<file path="src/hdl/du_pkg.sv">
// du_pkg: register map, field positions, reset values, counts and state
// encodings for one serial port.
// assumes: a single 100 MHz clock that also stands for the oscillator.
package du_pkg;
    // ------------------------------------------------------------------
    // register offsets on the plain register port
    // ------------------------------------------------------------------
    localparam logic [2:0] ADDR_BUF = 3'h0;   // serial_buffer_reg
    localparam logic [2:0] ADDR_CON = 3'h1;   // serial_control_reg
    localparam logic [2:0] ADDR_STAT = 3'h2;  // serial_ext_status_reg
    localparam logic [2:0] ADDR_CLK = 3'h3;   // baud source selects
    // ------------------------------------------------------------------
    // field positions
    // ------------------------------------------------------------------
    localparam int CON_MODE = 6;   // two bits, [7:6]
    localparam int CON_REN = 4;
    localparam int CON_TB8 = 3;
    localparam int CON_RB8 = 2;
    localparam int CON_TI = 1;
    localparam int CON_RI = 0;
    localparam int STAT_FE = 3;
    localparam int STAT_BR = 2;
    localparam int STAT_OE = 1;
    localparam int STAT_STINT = 0;
    localparam int CLK_RX = 1;
    localparam int CLK_TX = 0;
    // ------------------------------------------------------------------
    // reset values
    // ------------------------------------------------------------------
    localparam logic [7:0] CON_RST = 8'h00;
    localparam logic [7:0] STAT_RST = 8'h00;
    localparam logic [1:0] CLK_RST = 2'h0;    // timer 1 feeds both ways
    // ------------------------------------------------------------------
    // cycle counts
    // ------------------------------------------------------------------
    localparam logic [3:0] SAMPLE_PT = 4'h7;  // mid point of a 16x bit
    localparam logic [3:0] LAST_PT = 4'hf;    // last 16x tick of a bit
    localparam logic M2_DIV_LAST = 1'h1;      // osc/2 ticks, x16 = osc/32
    localparam logic [3:0] LAST_M0 = 4'h7;    // eight data bits
    localparam logic [3:0] LAST_M1 = 4'h9;    // start, 8 data, stop
    localparam logic [3:0] LAST_M23 = 4'ha;   // start, 8 data, ninth, stop
    localparam logic [3:0] NINTH_IDX = 4'h9;
    // ------------------------------------------------------------------
    // modes and states
    // ------------------------------------------------------------------
    typedef enum logic [1:0] {
        MODE_SHIFT = 2'b00,
        MODE_8BIT = 2'b01,
        MODE_9FIX = 2'b10,
        MODE_9VAR = 2'b11
    } du_mode_t;
    typedef enum logic [0:0] {
        ST_IDLE = 1'b0,
        ST_RUN = 1'b1
    } du_state_t;
endpackage

</file>
<file path="src/hdl/du_tick_if.sv">
// du_tick_if: ties a 16x bit timer to the engine that it paces.
// assumes: tick and restart come from logic on sys_clk.
`timescale 1ns/10ps
interface du_tick_if;
    logic tick;     // one 16x baud tick
    logic restart;  // align the bit to count zero
    logic mid;      // sample point pulse
    logic last;     // end of bit pulse
    logic hi;       // second half of the bit
    modport timer (input tick, input restart, output mid, output last, output hi);
    modport user (output tick, output restart, input mid, input last, input hi);
endinterface

</file>
<file path="src/hdl/du_uart.sv">
// du_uart: one serial port with a double buffered transmitter, a
// receiver with break, framing and overrun flags, and four modes.
// assumes: timer overflow inputs are one-cycle pulses on sys_clk; the
// receive data pin is asynchronous and is also driven in mode 0.
//
// The address-and-strobe port and the register offsets were decided locally.
`timescale 1ns/10ps
// Function
// - separate transmit and receive interrupt outputs
// - holding byte follows stop bit with no gap
// - break status bit independent of reception
// - overrun flag marks a lost character
// - modes 0,2 fixed rate; 1,3 timer rate
// - timer 1 default; timer 2 per direction
// - buffer write loads transmit, read returns receive
// - mode 0 shifts eight bits, osc/16 clock
// - mode 1 ten-bit frame, stop to rx_ninth_bit
// - mode 2 eleven bits at osc/32
// - mode 3 like mode 2, timer rate
// - any buffer write starts a transmission; here a write with a byte already held replaces that byte
// - mode 0 receives when flag clear, enabled
// - modes 1-3 receive on start bit if enabled
// - control register holds mode, ninth bits, flags
// - tx done sets at end of each byte
// - tx done sets on write while idle
// - transmit ninth bit sampled when shifted out
// - bit timing runs at sixteen times baud
// - framing flag on bad stop, sticky
// - break flag on all-zero character, sticky
// - overrun flag when rx complete still set
module du_uart (
    input wire logic sys_clk,
    input wire logic reset_n,
    input wire logic [2:0] bus_addr,
    input wire logic [7:0] bus_wdata,
    input wire logic bus_wr,
    input wire logic bus_rd,
    output logic [7:0] bus_rdata,
    input wire logic timer1_ovf,
    input wire logic timer2_ovf,
    input wire logic serial_in_pin,
    output logic serial_in_pin_out,
    output logic serial_in_pin_oe,
    output logic serial_out_pin,
    output logic tx_irq,
    output logic rx_irq
);
    // ------------------------------------------------------------------
    // registers
    // ------------------------------------------------------------------
    logic [1:0] mode_r;
    logic ren_r, tb8_r, rb8_r, ti_r, ri_r;
    logic fe_r, br_r, oe_r, stint_r;
    logic rx_sel_r, tx_sel_r;
    logic div_r;
    logic sync1_r, sync2_r;
    du_pkg::du_state_t tx_st_r, rx_st_r;
    logic [3:0] tx_idx_r, rx_idx_r;
    logic [7:0] tx_byte_r, hold_r, rx_sh_r, rx_buf_r;
    logic hold_full_r, rx_nine_r;
    logic [7:0] rdata_r;
    logic sout_r, dout_r, doe_r, tx_irq_r, rx_irq_r;

    du_tick_if txt ();
    du_tick_if rxt ();

    du_bit_timer u_tx_timer (
        .sys_clk(sys_clk),
        .reset_n(reset_n),
        .tb(txt)
    );
    du_bit_timer u_rx_timer (
        .sys_clk(sys_clk),
        .reset_n(reset_n),
        .tb(rxt)
    );

    // ------------------------------------------------------------------
    // decode
    // ------------------------------------------------------------------
    wire logic wr_buf = bus_wr & (bus_addr == du_pkg::ADDR_BUF);
    wire logic wr_con = bus_wr & (bus_addr == du_pkg::ADDR_CON);
    wire logic wr_stat = bus_wr & (bus_addr == du_pkg::ADDR_STAT);
    wire logic wr_clk = bus_wr & (bus_addr == du_pkg::ADDR_CLK);
    wire logic m0 = (mode_r == du_pkg::MODE_SHIFT);
    wire logic m1 = (mode_r == du_pkg::MODE_8BIT);
    wire logic m2 = (mode_r == du_pkg::MODE_9FIX);
    wire logic tx_busy = (tx_st_r == du_pkg::ST_RUN);
    wire logic rx_busy = (rx_st_r == du_pkg::ST_RUN);
    wire logic rx_in = sync2_r;

    // ------------------------------------------------------------------
    // baud ticks
    // ------------------------------------------------------------------
    // mode 0 ticks every cycle and mode 2 every other, giving osc/16 and
    // osc/32 bits; the timer overflow is the 16x tick for modes 1 and 3
    wire logic div_tick = (div_r == du_pkg::M2_DIV_LAST);
    wire logic tx_tmr = tx_sel_r ? timer2_ovf : timer1_ovf;
    wire logic rx_tmr = rx_sel_r ? timer2_ovf : timer1_ovf;
    assign txt.tick = m0 | (m2 ? div_tick : tx_tmr);
    assign rxt.tick = m0 | (m2 ? div_tick : rx_tmr);

    always_ff @(posedge sys_clk or negedge reset_n) begin
        if (!reset_n) begin
            div_r <= 1'b0;
        end else begin
            div_r <= ~div_r;
        end
    end

    // ------------------------------------------------------------------
    // transmitter
    // ------------------------------------------------------------------
    wire logic [3:0] tx_last = m0 ? du_pkg::LAST_M0 : (m1 ? du_pkg::LAST_M1 : du_pkg::LAST_M23);
    wire logic tx_start = wr_buf & ~tx_busy;
    wire logic tx_end = tx_busy & txt.last & (tx_idx_r == tx_last);
    wire logic [2:0] tx_dsel = 3'(tx_idx_r - 4'h1);
    wire logic tx_data = (tx_idx_r >= 4'h1) & (tx_idx_r <= 4'h8);
    // the ninth bit is read live so software must set it in time
    wire logic tx_bit = m0 ? tx_byte_r[tx_idx_r[2:0]] :
        (tx_idx_r == 4'h0) ? 1'b0 :
        tx_data ? tx_byte_r[tx_dsel] :
        (tx_idx_r == du_pkg::NINTH_IDX && !m1) ? tb8_r :
        1'b1;
    assign txt.restart = tx_start;

    // a queued byte is taken at the end of the stop bit, so no idle bit
    // is ever inserted between frames
    always_ff @(posedge sys_clk or negedge reset_n) begin
        if (!reset_n) begin
            tx_st_r <= du_pkg::ST_IDLE;
            tx_idx_r <= 4'h0;
            tx_byte_r <= 8'h00;
            hold_r <= 8'h00;
            hold_full_r <= 1'b0;
        end else begin
            if (tx_start) begin
                tx_st_r <= du_pkg::ST_RUN;
                tx_byte_r <= bus_wdata;
                tx_idx_r <= 4'h0;
            end else if (tx_end && (hold_full_r || wr_buf)) begin
                // a write in the very cycle the shifter empties goes straight in unless a byte is already held
                tx_byte_r <= hold_full_r ? hold_r : bus_wdata;
                hold_full_r <= 1'b0;
                tx_idx_r <= 4'h0;
            end else if (tx_end) begin
                tx_st_r <= du_pkg::ST_IDLE;
            end else if (tx_busy && txt.last) begin
                tx_idx_r <= tx_idx_r + 4'h1;
            end
            // a write while busy fills the holding slot unless the shifter empties with none held,
            // even the cycle the previous held byte moves into the shifter
            if (wr_buf && tx_busy && (hold_full_r || !tx_end)) begin
                hold_r <= bus_wdata;
                hold_full_r <= 1'b1;
            end
        end
    end

    // ------------------------------------------------------------------
    // receiver
    // ------------------------------------------------------------------
    wire logic [3:0] rx_last = m0 ? du_pkg::LAST_M0 : (m1 ? du_pkg::LAST_M1 : du_pkg::LAST_M23);
    wire logic rx_start = ~rx_busy & ren_r &
        (m0 ? (~ri_r & ~tx_busy) : ~rx_in);
    wire logic rx_mid = rx_busy & rxt.mid;
    wire logic rx_false = rx_mid & ~m0 & (rx_idx_r == 4'h0) & rx_in;
    wire logic rx_done = m0 ? (rx_busy & rxt.last & (rx_idx_r == du_pkg::LAST_M0)) :
        (rx_mid & (rx_idx_r == rx_last));
    wire logic [2:0] rx_dsel = 3'(rx_idx_r - 4'h1);
    wire logic rx_data = (rx_idx_r >= 4'h1) & (rx_idx_r <= 4'h8);
    wire logic stop_bit = m0 | rx_in;
    wire logic rx_load = rx_done & ~ri_r;
    wire logic brk_ev = rx_done & ~m0 & (rx_sh_r == 8'h00) & ~stop_bit &
        (m1 | ~rx_nine_r);
    wire logic fe_ev = rx_done & ~stop_bit;
    wire logic oe_ev = rx_done & ri_r;
    assign rxt.restart = rx_start;

    // samples are taken at the bit middle; in mode 0 the port itself
    // makes the shift clock so the last bit runs to its end
    always_ff @(posedge sys_clk or negedge reset_n) begin
        if (!reset_n) begin
            rx_st_r <= du_pkg::ST_IDLE;
            rx_idx_r <= 4'h0;
            rx_sh_r <= 8'h00;
            rx_nine_r <= 1'b0;
            rx_buf_r <= 8'h00;
        end else begin
            if (rx_start) begin
                rx_st_r <= du_pkg::ST_RUN;
                rx_idx_r <= 4'h0;
            end else if (rx_false || rx_done) begin
                rx_st_r <= du_pkg::ST_IDLE;
            end else if (rx_busy && rxt.last) begin
                rx_idx_r <= rx_idx_r + 4'h1;
            end
            if (rx_mid && m0) begin
                rx_sh_r[rx_idx_r[2:0]] <= rx_in;
            end else if (rx_mid && rx_data) begin
                rx_sh_r[rx_dsel] <= rx_in;
            end else if (rx_mid && rx_idx_r == du_pkg::NINTH_IDX) begin
                rx_nine_r <= rx_in;
            end
            // the old character is kept when the flag is still up
            if (rx_load) begin
                rx_buf_r <= rx_sh_r;
            end
        end
    end

    // ------------------------------------------------------------------
    // control and status registers
    // ------------------------------------------------------------------
    wire logic ti_set = tx_start | tx_end;
    wire logic rb8_new = m1 ? stop_bit : rx_nine_r;
    // hardware set wins over a software clear in the same cycle
    wire logic ti_nxt = ti_set | (wr_con ? bus_wdata[du_pkg::CON_TI] : ti_r);
    wire logic ri_nxt = rx_load | (wr_con ? bus_wdata[du_pkg::CON_RI] : ri_r);
    wire logic fe_nxt = fe_ev | (wr_stat ? bus_wdata[du_pkg::STAT_FE] : fe_r);
    wire logic br_nxt = brk_ev | (wr_stat ? bus_wdata[du_pkg::STAT_BR] : br_r);
    wire logic oe_nxt = oe_ev | (wr_stat ? bus_wdata[du_pkg::STAT_OE] : oe_r);

    always_ff @(posedge sys_clk or negedge reset_n) begin
        if (!reset_n) begin
            {mode_r, ren_r, tb8_r} <= {du_pkg::CON_RST[7:6], du_pkg::CON_RST[4:3]};
            {rb8_r, ti_r, ri_r} <= du_pkg::CON_RST[2:0];
            {fe_r, br_r, oe_r, stint_r} <= du_pkg::STAT_RST[3:0];
            {rx_sel_r, tx_sel_r} <= du_pkg::CLK_RST;
        end else begin
            if (wr_con) begin
                mode_r <= bus_wdata[du_pkg::CON_MODE+:2];
                ren_r <= bus_wdata[du_pkg::CON_REN];
                tb8_r <= bus_wdata[du_pkg::CON_TB8];
            end
            if (rx_load && !m0) begin
                rb8_r <= rb8_new;
            end else if (wr_con) begin
                rb8_r <= bus_wdata[du_pkg::CON_RB8];
            end
            ti_r <= ti_nxt;
            ri_r <= ri_nxt;
            fe_r <= fe_nxt;
            br_r <= br_nxt;
            oe_r <= oe_nxt;
            if (wr_stat) begin
                stint_r <= bus_wdata[du_pkg::STAT_STINT];
            end
            if (wr_clk) begin
                rx_sel_r <= bus_wdata[du_pkg::CLK_RX];
                tx_sel_r <= bus_wdata[du_pkg::CLK_TX];
            end
        end
    end

    // ------------------------------------------------------------------
    // read mux
    // ------------------------------------------------------------------
    // buffer reads return the receive side, never the transmit byte
    wire logic [7:0] con_rd = {mode_r, 1'b0, ren_r, tb8_r, rb8_r, ti_r, ri_r};
    wire logic [7:0] stat_rd = {4'h0, fe_r, br_r, oe_r, stint_r};
    wire logic [7:0] clk_rd = {6'h00, rx_sel_r, tx_sel_r};
    wire logic [7:0] rd_mux = (bus_addr == du_pkg::ADDR_BUF) ? rx_buf_r :
        (bus_addr == du_pkg::ADDR_CON) ? con_rd :
        (bus_addr == du_pkg::ADDR_STAT) ? stat_rd :
        (bus_addr == du_pkg::ADDR_CLK) ? clk_rd : 8'h00;

    always_ff @(posedge sys_clk or negedge reset_n) begin
        if (!reset_n) begin
            rdata_r <= 8'h00;
        end else begin
            rdata_r <= bus_rd ? rd_mux : 8'h00;
        end
    end

    // ------------------------------------------------------------------
    // pins and interrupt lines
    // ------------------------------------------------------------------
    // in mode 0 the output pin carries the shift clock, low in the first
    // half of each bit so the far end latches on the rising edge
    wire logic m0_clk = m0 & (tx_busy ? 1'b1 : rx_busy);
    wire logic m0_hi = tx_busy ? txt.hi : rxt.hi;
    wire logic sout_nxt = m0_clk ? m0_hi : (tx_busy ? tx_bit : 1'b1);
    wire logic rx_irq_nxt = ri_r | (stint_r & (fe_r | br_r | oe_r));

    always_ff @(posedge sys_clk or negedge reset_n) begin
        if (!reset_n) begin
            sync1_r <= 1'b1;
            sync2_r <= 1'b1;
            sout_r <= 1'b1;
            dout_r <= 1'b1;
            doe_r <= 1'b0;
            tx_irq_r <= 1'b0;
            rx_irq_r <= 1'b0;
        end else begin
            sync1_r <= serial_in_pin;
            sync2_r <= sync1_r;
            sout_r <= sout_nxt;
            dout_r <= ~(m0 & tx_busy) | tx_bit;
            doe_r <= m0 & tx_busy;
            tx_irq_r <= ti_r;
            rx_irq_r <= rx_irq_nxt;
        end
    end

    assign bus_rdata = rdata_r;
    assign serial_out_pin = sout_r;
    assign serial_in_pin_out = dout_r;
    assign serial_in_pin_oe = doe_r;
    assign tx_irq = tx_irq_r;
    assign rx_irq = rx_irq_r;
endmodule

</file>
<file path="src/hdl/du_bit_timer.sv">
// du_bit_timer: divides 16x ticks into bit periods with a mid pulse.
// assumes: tick is a one-cycle enable on sys_clk.
`timescale 1ns/10ps
module du_bit_timer (
    input wire logic sys_clk,
    input wire logic reset_n,
    du_tick_if.timer tb
);
    logic [3:0] cnt_r;

    // restart wins so a start edge always lands on count zero
    always_ff @(posedge sys_clk or negedge reset_n) begin
        if (!reset_n) begin
            cnt_r <= 4'h0;
        end else if (tb.restart) begin
            cnt_r <= 4'h0;
        end else if (tb.tick) begin
            cnt_r <= cnt_r + 4'h1;
        end
    end

    // pulses are gated by tick so they last exactly one cycle
    assign tb.mid = tb.tick & ~tb.restart & (cnt_r == du_pkg::SAMPLE_PT);
    assign tb.last = tb.tick & ~tb.restart & (cnt_r == du_pkg::LAST_PT);
    assign tb.hi = cnt_r[3];
endmodule

</file>
<file path="config.mk">
export PLATFORM = sky130hd
export DESIGN_NAME = du_uart
export DESIGN_NICKNAME = d
export VERILOG_FILES = /design/src/hdl/du_pkg.sv /design/src/hdl/du_tick_if.sv /design/src/hdl/du_uart.sv /design/src/hdl/du_bit_timer.sv
export SDC_FILE = /design/constraint.sdc
export NUM_CORES = 1
export LEC_CHECK = 0
export ABC_AREA = 1
export ABC_CLOCK_PERIOD_IN_PS = 6400
export BUFFER_PORTS_ARGS = -buffer_cell sky130_fd_sc_hd__buf_2
export CAP_MARGIN = 20
export CORE_MARGIN = 2
export CORE_UTILIZATION = 29
export DETAILED_ROUTE_END_ITERATION = 7
export GPL_ROUTABILITY_DRIVEN = 0
export REMOVE_ABC_BUFFERS = 1
export SLEW_MARGIN = 20
export SYNTH_ARGS = -nofsm -noshare
export SYNTH_HDL_FRONTEND = slang
export SYNTH_SLANG_ARGS = --single-unit
</file>
<file path="constraint.sdc">
create_clock -name sys_clk -period 6.4 [get_ports sys_clk]
set_input_delay 0.32 -clock sys_clk [delete_from_list [all_inputs] [get_ports sys_clk]]
set_output_delay 0.32 -clock sys_clk [all_outputs]
set_load 0.01 [all_outputs]
</file>
# Word level (Yosys, flattened, before mapping)
# Index checks and enable logic that the tools add are counted.
word_totals:
  wordCells: 228
  in_bits: 18
  reg_bits: 81
  out_inout_bits: 13
op_classes:
  n_mux: 63
  n_lt_le_gt_ge: 10
  n_reduce_logical: 38
  n_bitwise: 61
  add_sub_neg: 6
  eq_ne: 17
op_table:
  columns: ["operator", "count"]
  rows:
  - ["2-to-1 mux 8 bit", 8]
  - ["2-to-1 mux 4 bit", 13]
  - ["AND 1 bit", 34]
  - ["2-to-1 mux 1 bit", 34]
  - ["nonzero test 2 bit", 9]
  - ["adder 4 x 1 -> 4 bit (second input constant)", 4]
  - ["bitwise mux 8 bit", 2]
  - ["== test 4 bit (second input constant)", 4]
  - ["< comparator 3 x 4 -> 1 bit (second input constant)", 4]
  - ["bitwise OR 1 bit", 14]
  - ["inverter 1 bit", 13]
  - ["logical AND 1 bit", 12]
  - ["== test 4 x 3 -> 1 bit (second input constant)", 2]
  - ["== test 4 bit", 2]
  - ["greater-or-equal comparator 4 x 1 -> 1 bit (second input constant)", 2]
  - ["<= comparator 4 bit (second input constant)", 2]
  - ["zero test 4 bit", 2]
  - ["zero test 8 bit", 1]
  - ["AND reduction 2 bit", 4]
  - ["binary-select mux 1 bit (select 3 bit)", 2]
  - ["demux 1 bit (select 3 bit)", 2]
  - ["== test 3 x 2 -> 1 bit (second input constant)", 2]
  - ["greater-or-equal comparator 3 x 1 -> 1 bit (second input constant)", 2]
  - ["subtractor 3 x 1 -> 3 bit (second input constant)", 2]
  - ["other kinds (13)", 19]

# Logic depth before layout (Yosys ltp)
logic_depth:
  ltp_word: 15
  mapped_depth: 14
  depth_no_buf: 12

# Hierarchy
# Synthesis repeated with hierarchy kept, for this count alone.
hier_totals:
  hier_cells: 554
  area_unflattened_um2: 4391.7
by_module_without_submodules:
  columns: ["module", "area_each_um2", "seq_area_each_um2", "cells_each", "instances"]
  rows:
  - ["du_uart", 3986.3, 1831.8, 504, 1]
  - ["du_bit_timer (u_rx_timer)", 205.2, 100.1, 25, 1]
  - ["du_bit_timer (u_tx_timer)", 200.2, 100.1, 25, 1]

# Worst setup path before layout
# No wires, ideal clock.
synth_timing:
  path_kind: "reg2reg"
  start: "reg rx_idx_r[0]"
  end: "reg rx_sh_r[0]"
  required_ns: 6.280
  path_stages_with_launch: 15
  path_slack_ns: 4.287
  setup_ns: 0.120
  synth_period_minus_slack_ns: 2.113
  path_buffers: 3
  arrival_time_ns: 1.992
  cell_sequence: "dfrtp_1 buf_2 inv_1 clkbuf_1 ha_1 nand2_1 nor2_1 inv_1 o21ai_0 nand2_1 nand2_2 buf_2 nor2_1 nand2_1 nand2_1"
synth_between:
  elab_chain_cells: 8
synth_rtl:
  columns: ["element", "line", "text"]
  rows:
  - ["start: declaration", "du_uart.sv:58", "logic [3:0] tx_idx_r, rx_idx_r;"]
  - ["start signal: assignment", "du_uart.sv:196", "rx_idx_r <= rx_idx_r + 4'h1;"]
  - ["subtractor 3 x 1 -> 3 bit", "du_uart.sv:170", "wire logic [2:0] rx_dsel = 3'(rx_idx_r - 4'h1);"]
  - ["< comparator 3 x 4 -> 1 bit (not written as such) / greater-or-equal comparator 3 x 1 -> 1 bit (equally long branches)", "du_uart.sv:201", "rx_sh_r[rx_dsel] <= rx_in;"]
  - ["logical AND 1 bit (not written as such)", "du_uart.sv:201", null]
  - ["2-to-1 mux 1 bit (not written as such)", "du_uart.sv:201", null]
  - ["demux 1 bit (select 3 bit)", "du_uart.sv:201", null]
  - ["bitwise mux 8 bit", "du_uart.sv:201", null]
  - ["2-to-1 mux 8 bit", "du_uart.sv:200", "end else if (rx_mid && rx_data) begin"]
  - ["2-to-1 mux 8 bit", "du_uart.sv:198", "if (rx_mid && m0) begin"]
  - ["end signal: indexed assignment", "du_uart.sv:199", "rx_sh_r[rx_idx_r[2:0]] <= rx_in;"]
  - ["end signal: indexed assignment", "du_uart.sv:201", null]
  - ["end: declaration", "du_uart.sv:59", "logic [7:0] tx_byte_r, hold_r, rx_sh_r, rx_buf_r;"]
# Several ways; a longest one is shown, not always the timed one. The select of a mux whose other input is x is not followed.
# A chain may end at the register's enable or synchronous reset.

# Final worst setup path
layout_timing:
  start: "reg rx_idx_r[0]"
  end: "reg rx_sh_r[6]"
# Same word-level chain as after synthesis.

==> reports/metrics.csv <==
stage,metric,value,unit
status,status,finished clean,
floorplan,rows,46,
placed_design,io_buffers,30,
pwr,ir_drop,0.142,mV
sta,worst_pin_slew,728,ps
logic_synthesis,syn_area_per_cell,7.44,µm²
floorplan,io_pins,31,
sta,max-slew-margin-rel,0.515,
flow_run,cap_violations,0,
pwr,power-per-cell-area,387,mW/mm²
routing,ant_nets,0,
hold_path,hold_start,serial_in_pin,
clock_network,htree_levels,3,
sta,drv_slew,0,
pwr,power.leakage,2.62,nW
floorplan,start_util,0.295,
logic_synthesis,yosysWarnings,0,
floorplan,die_x,131,µm
logic_synthesis,ys_seq_area_frac,0.436,
pwr,comb_power_share,0.353,
routing,drtIter0Drc,258,
clock_network,cts_tree,built,
floorplan,die_y,131,µm
worst_setup_path,r2r-start,rx_idx_r[0],
sta,fin_crit_sh,0.401,
pwr,intPower,1.23,mW
pwr,clock_power_share,0.262,
routing,viasPerCell,4.56,
logic_synthesis,yosys-top-cells-area,"dfrtp_1, nand2_1, o21ai_0",
sta,setup_viol,0,
global_routing,grt_pass1_vias,3773,
global_routing,grt_usage,0.139,
logic_synthesis,synthCells,626,
finish,drive_above_1_share,0.116,
logic_synthesis,netlist_area,0.00466,mm²
pwr,p_seq_frac,0.385,
worst_setup_path,worst-r2r-cell-count,11,
finish,post-route-util,0.336,
sta,rsz0062_at_grt,false,
sta,fin_tns_setup,0,ps
sta,skew,13.2,ps
sta,max_freq,0.390,GHz
pwr,power.switching,825,µW
clock_network,clock_latency,350,ps
worst_setup_path,timing.rr.end,rx_sh_r[6],
clock_network,numCtsBuffers,9,
clock_network,post_cts_buffers,0,
worst_setup_path,criticalPathCategory,reg2reg,
routing,dr.pass1.iters,4,
routing,routed_wirelength,11.3,mm
logic_synthesis,synth_edf_count,0,
hold_path,hold_path_class,in2reg,
sta,finalHoldViolCount,0,
routing,vias,3974,
worst_setup_path,arrival,2800,ps
global_routing,grt_max_degree,59,
logic_synthesis,synthFlopType,dfrtp_1,
clock_network,clk_pin_slew,60,ps
global_routing,antenna_found_initial,0,
logic_synthesis,yosysTopAreaCellShare,0.414,
pwr,sw_frac_of_total,0.402,
routing,avgRoutedWirePerCell,12.9,µm
placed_design,dp_hpwl,8.24,mm
hold_path,hold_depth,1,
worst_setup_path,r2r_setup_slack,3840,ps
routing,drc,0,
clock_network,clock_sinks,81,
placed_design,place_area,0.00497,mm²
global_routing,overflow,0,
floorplan,dieArea,0.0171,mm²
floorplan,core-area,0.0158,mm²
logic_synthesis,async_flop_share,1.00,
logic_synthesis,synth_seq_cells,81,
sta,min_period,2560,ps
worst_setup_path,worstPathRequired,6630,ps
logic_synthesis,synth_top_cell_by_area,dfrtp_1,
clock_network,max-clock-path-buffers,2,
finish,finalNetCount,678,
clock_network,cts_root_buf,clkbuf_16,
hold_path,hold_path_end,sync1_r,
worst_setup_path,cp-start-kind,register,
finish,fin_area,0.00530,mm²
worst_setup_path,cp_max_fo,20,
finish,syn_to_final_growth,13.8,%
finish,diodes,0,
logic_synthesis,yosys.cell_types.count,37,
global_routing,grt_first_pass_wirelength,18.7,mm
worst_setup_path,endpoint_kind,register,
[worst max path at each step]
stage | start | end | slack (ps) | cells after the start
final | rx_idx_r[0] | rx_sh_r[6] | 3840 | 11
after global routing | rx_idx_r[0] | rx_sh_r[6] | 3470 | 12
after CTS | rx_idx_r[0] | rx_sh_r[6] | 3880 | 11
after detailed placement | rx_idx_r[0] | rx_sh_r[6] | 3890 | 11
after global placement | rx_idx_r[0] | rx_sh_r[6] | 3970 | 11
after floorplan | rx_idx_r[0] | rx_sh_r[6] | 4290 | 11
[cell usage after synthesis (4+ instances only)]
| cell | count |
|---|---|
| nand2_1 | 194 |
| dfrtp_1 | 77 |
| inv_1 | 60 |
| o21ai_0 | 53 |
| nor2_1 | 52 |
| nand3_1 | 46 |
| a21oi_1 | 28 |
| o21ai_1 | 16 |
| nand4_1 | 12 |
| nor3_1 | 10 |
| ha_1 | 9 |
| buf_2 | 6 |
| clkbuf_1 | 6 |
| dfstp_2 | 4 |
| inv_2 | 4 |
| nand2_4 | 4 |
| xor2_1 | 4 |
[cell usage in the layout, fill, tap and decap left out, types with 2 or more instances in the layout]
| cell | n |
|---|---|
| nand2_4 | 4 |
| nor3_1 | 10 |
| nand2_1 | 194 |
| inv_1 | 60 |
| inv_2 | 4 |
| dfrtp_1 | 77 |
| xnor2_1 | 2 |
| nand3_1 | 46 |
| clkinvlp_4 | 2 |
| a31oi_1 | 3 |
| and3_1 | 3 |
| ha_1 | 9 |
| o211ai_1 | 3 |
| clkbuf_16 | 9 |
| nand3_4 | 3 |
| o21ai_0 | 53 |
| buf_4 | 2 |
| nor2_4 | 3 |
| nor2_1 | 52 |
| nand3_2 | 3 |
| xor2_1 | 4 |
| nor4_1 | 3 |
| o21ai_1 | 16 |
| nand4_1 | 12 |
| buf_2 | 29 |
| nor2_2 | 3 |
| dfstp_2 | 4 |
| nand2_2 | 2 |
| clkbuf_8 | 2 |
| a21oi_1 | 28 |
[layout make-up]
cell class | instances | area [µm²]
Tap cell | 216 | 270
Clock buffer | 11 | 253
Inverter | 66 | 250
Multi-Input combinational cell | 461 | 2260
Timing Repair Buffer | 32 | 170
Fill cell | 1707 | 10500
Sequential cell | 81 | 2030
Clock inverter | 5 | 62.6
[through the flow]
stage / power, mW / hold WS [ps] / worst slack, ps / cells
3_3_place_gp: 1.52 / 239 / 3970 / 855
4_1_cts: 2.07 / 65.3 / 3880 / 872
3_5_place_dp: 1.52 / 240 / 3890 / 855
5_1_grt: 2.24 / 66.0 / 3470 / 872
2_1_floorplan: 1.32 / 24.4 / 4290 / 608
6_report: 2.05 / 78.2 / 3840 / 872
[critical path, stage by stage (launching register included)]
cell and delay, ps:
dfrtp_1 760, inv_1 370, ha_1 310, or2_1 220, nand2_1 100, inv_1 80
nor2_1 210, nand2_1 80, nand2_1 90, nand2_1 60, o21ai_1 110, nand2_1 60
[registers in the layout, summed over array words and instances, names as in the netlist, 2 cells and up]
| name | cells |
|---|---|
| bus_rdata | 8 |
| hold_r | 8 |
| rx_buf_r | 8 |
| rx_sh_r | 8 |
| tx_byte_r | 8 |
| rx_idx_r | 4 |
| tx_idx_r | 4 |
| u_rx_timer.cnt_r | 4 |
| u_tx_timer.cnt_r | 4 |
| mode_r | 2 |
[routing by layer]
metal  GRT usage  wire [µm]  vias up
li1            -          -     2082
met1       0.186       5490     1822
met2       0.222       5200       57
met3      0.0375        451       13
met4      0.0407        142        0
met5           0          0        -
[power groups by stage]
stage | clock [mW] | sequential, mW | combinational, mW
2_1_floorplan | 0 | 0.756 | 0.560
3_3_place_gp | 0 | 0.796 | 0.721
3_5_place_dp | 0 | 0.796 | 0.728
4_1_cts | 0.553 | 0.790 | 0.730
5_1_grt | 0.576 | 0.812 | 0.848
6_report | 0.538 | 0.790 | 0.725
[cells by family (layout without fill, tap and decap cells)]
family | Yosys count | count (layout) | synth area share
adder cells (fa/ha/maj) | 9 | 9 | 0.0242
AO/OA/AOI/OAI | 106 | 106 | 0.121
AND/OR/NAND/NOR | 340 | 340 | 0.330
buffers and inverters | 84 | 114 | 0.0779
flip-flops | 81 | 81 | 0.436
XOR/XNOR | 6 | 6 | 0.0113
[repair_timing]
item	in CTS	in global routing
endpoints found under the hold margin	19	0
hold buffers	1	0
gates resized for setup	0	0
Note: power is estimated with default switching activity, not from simulation.
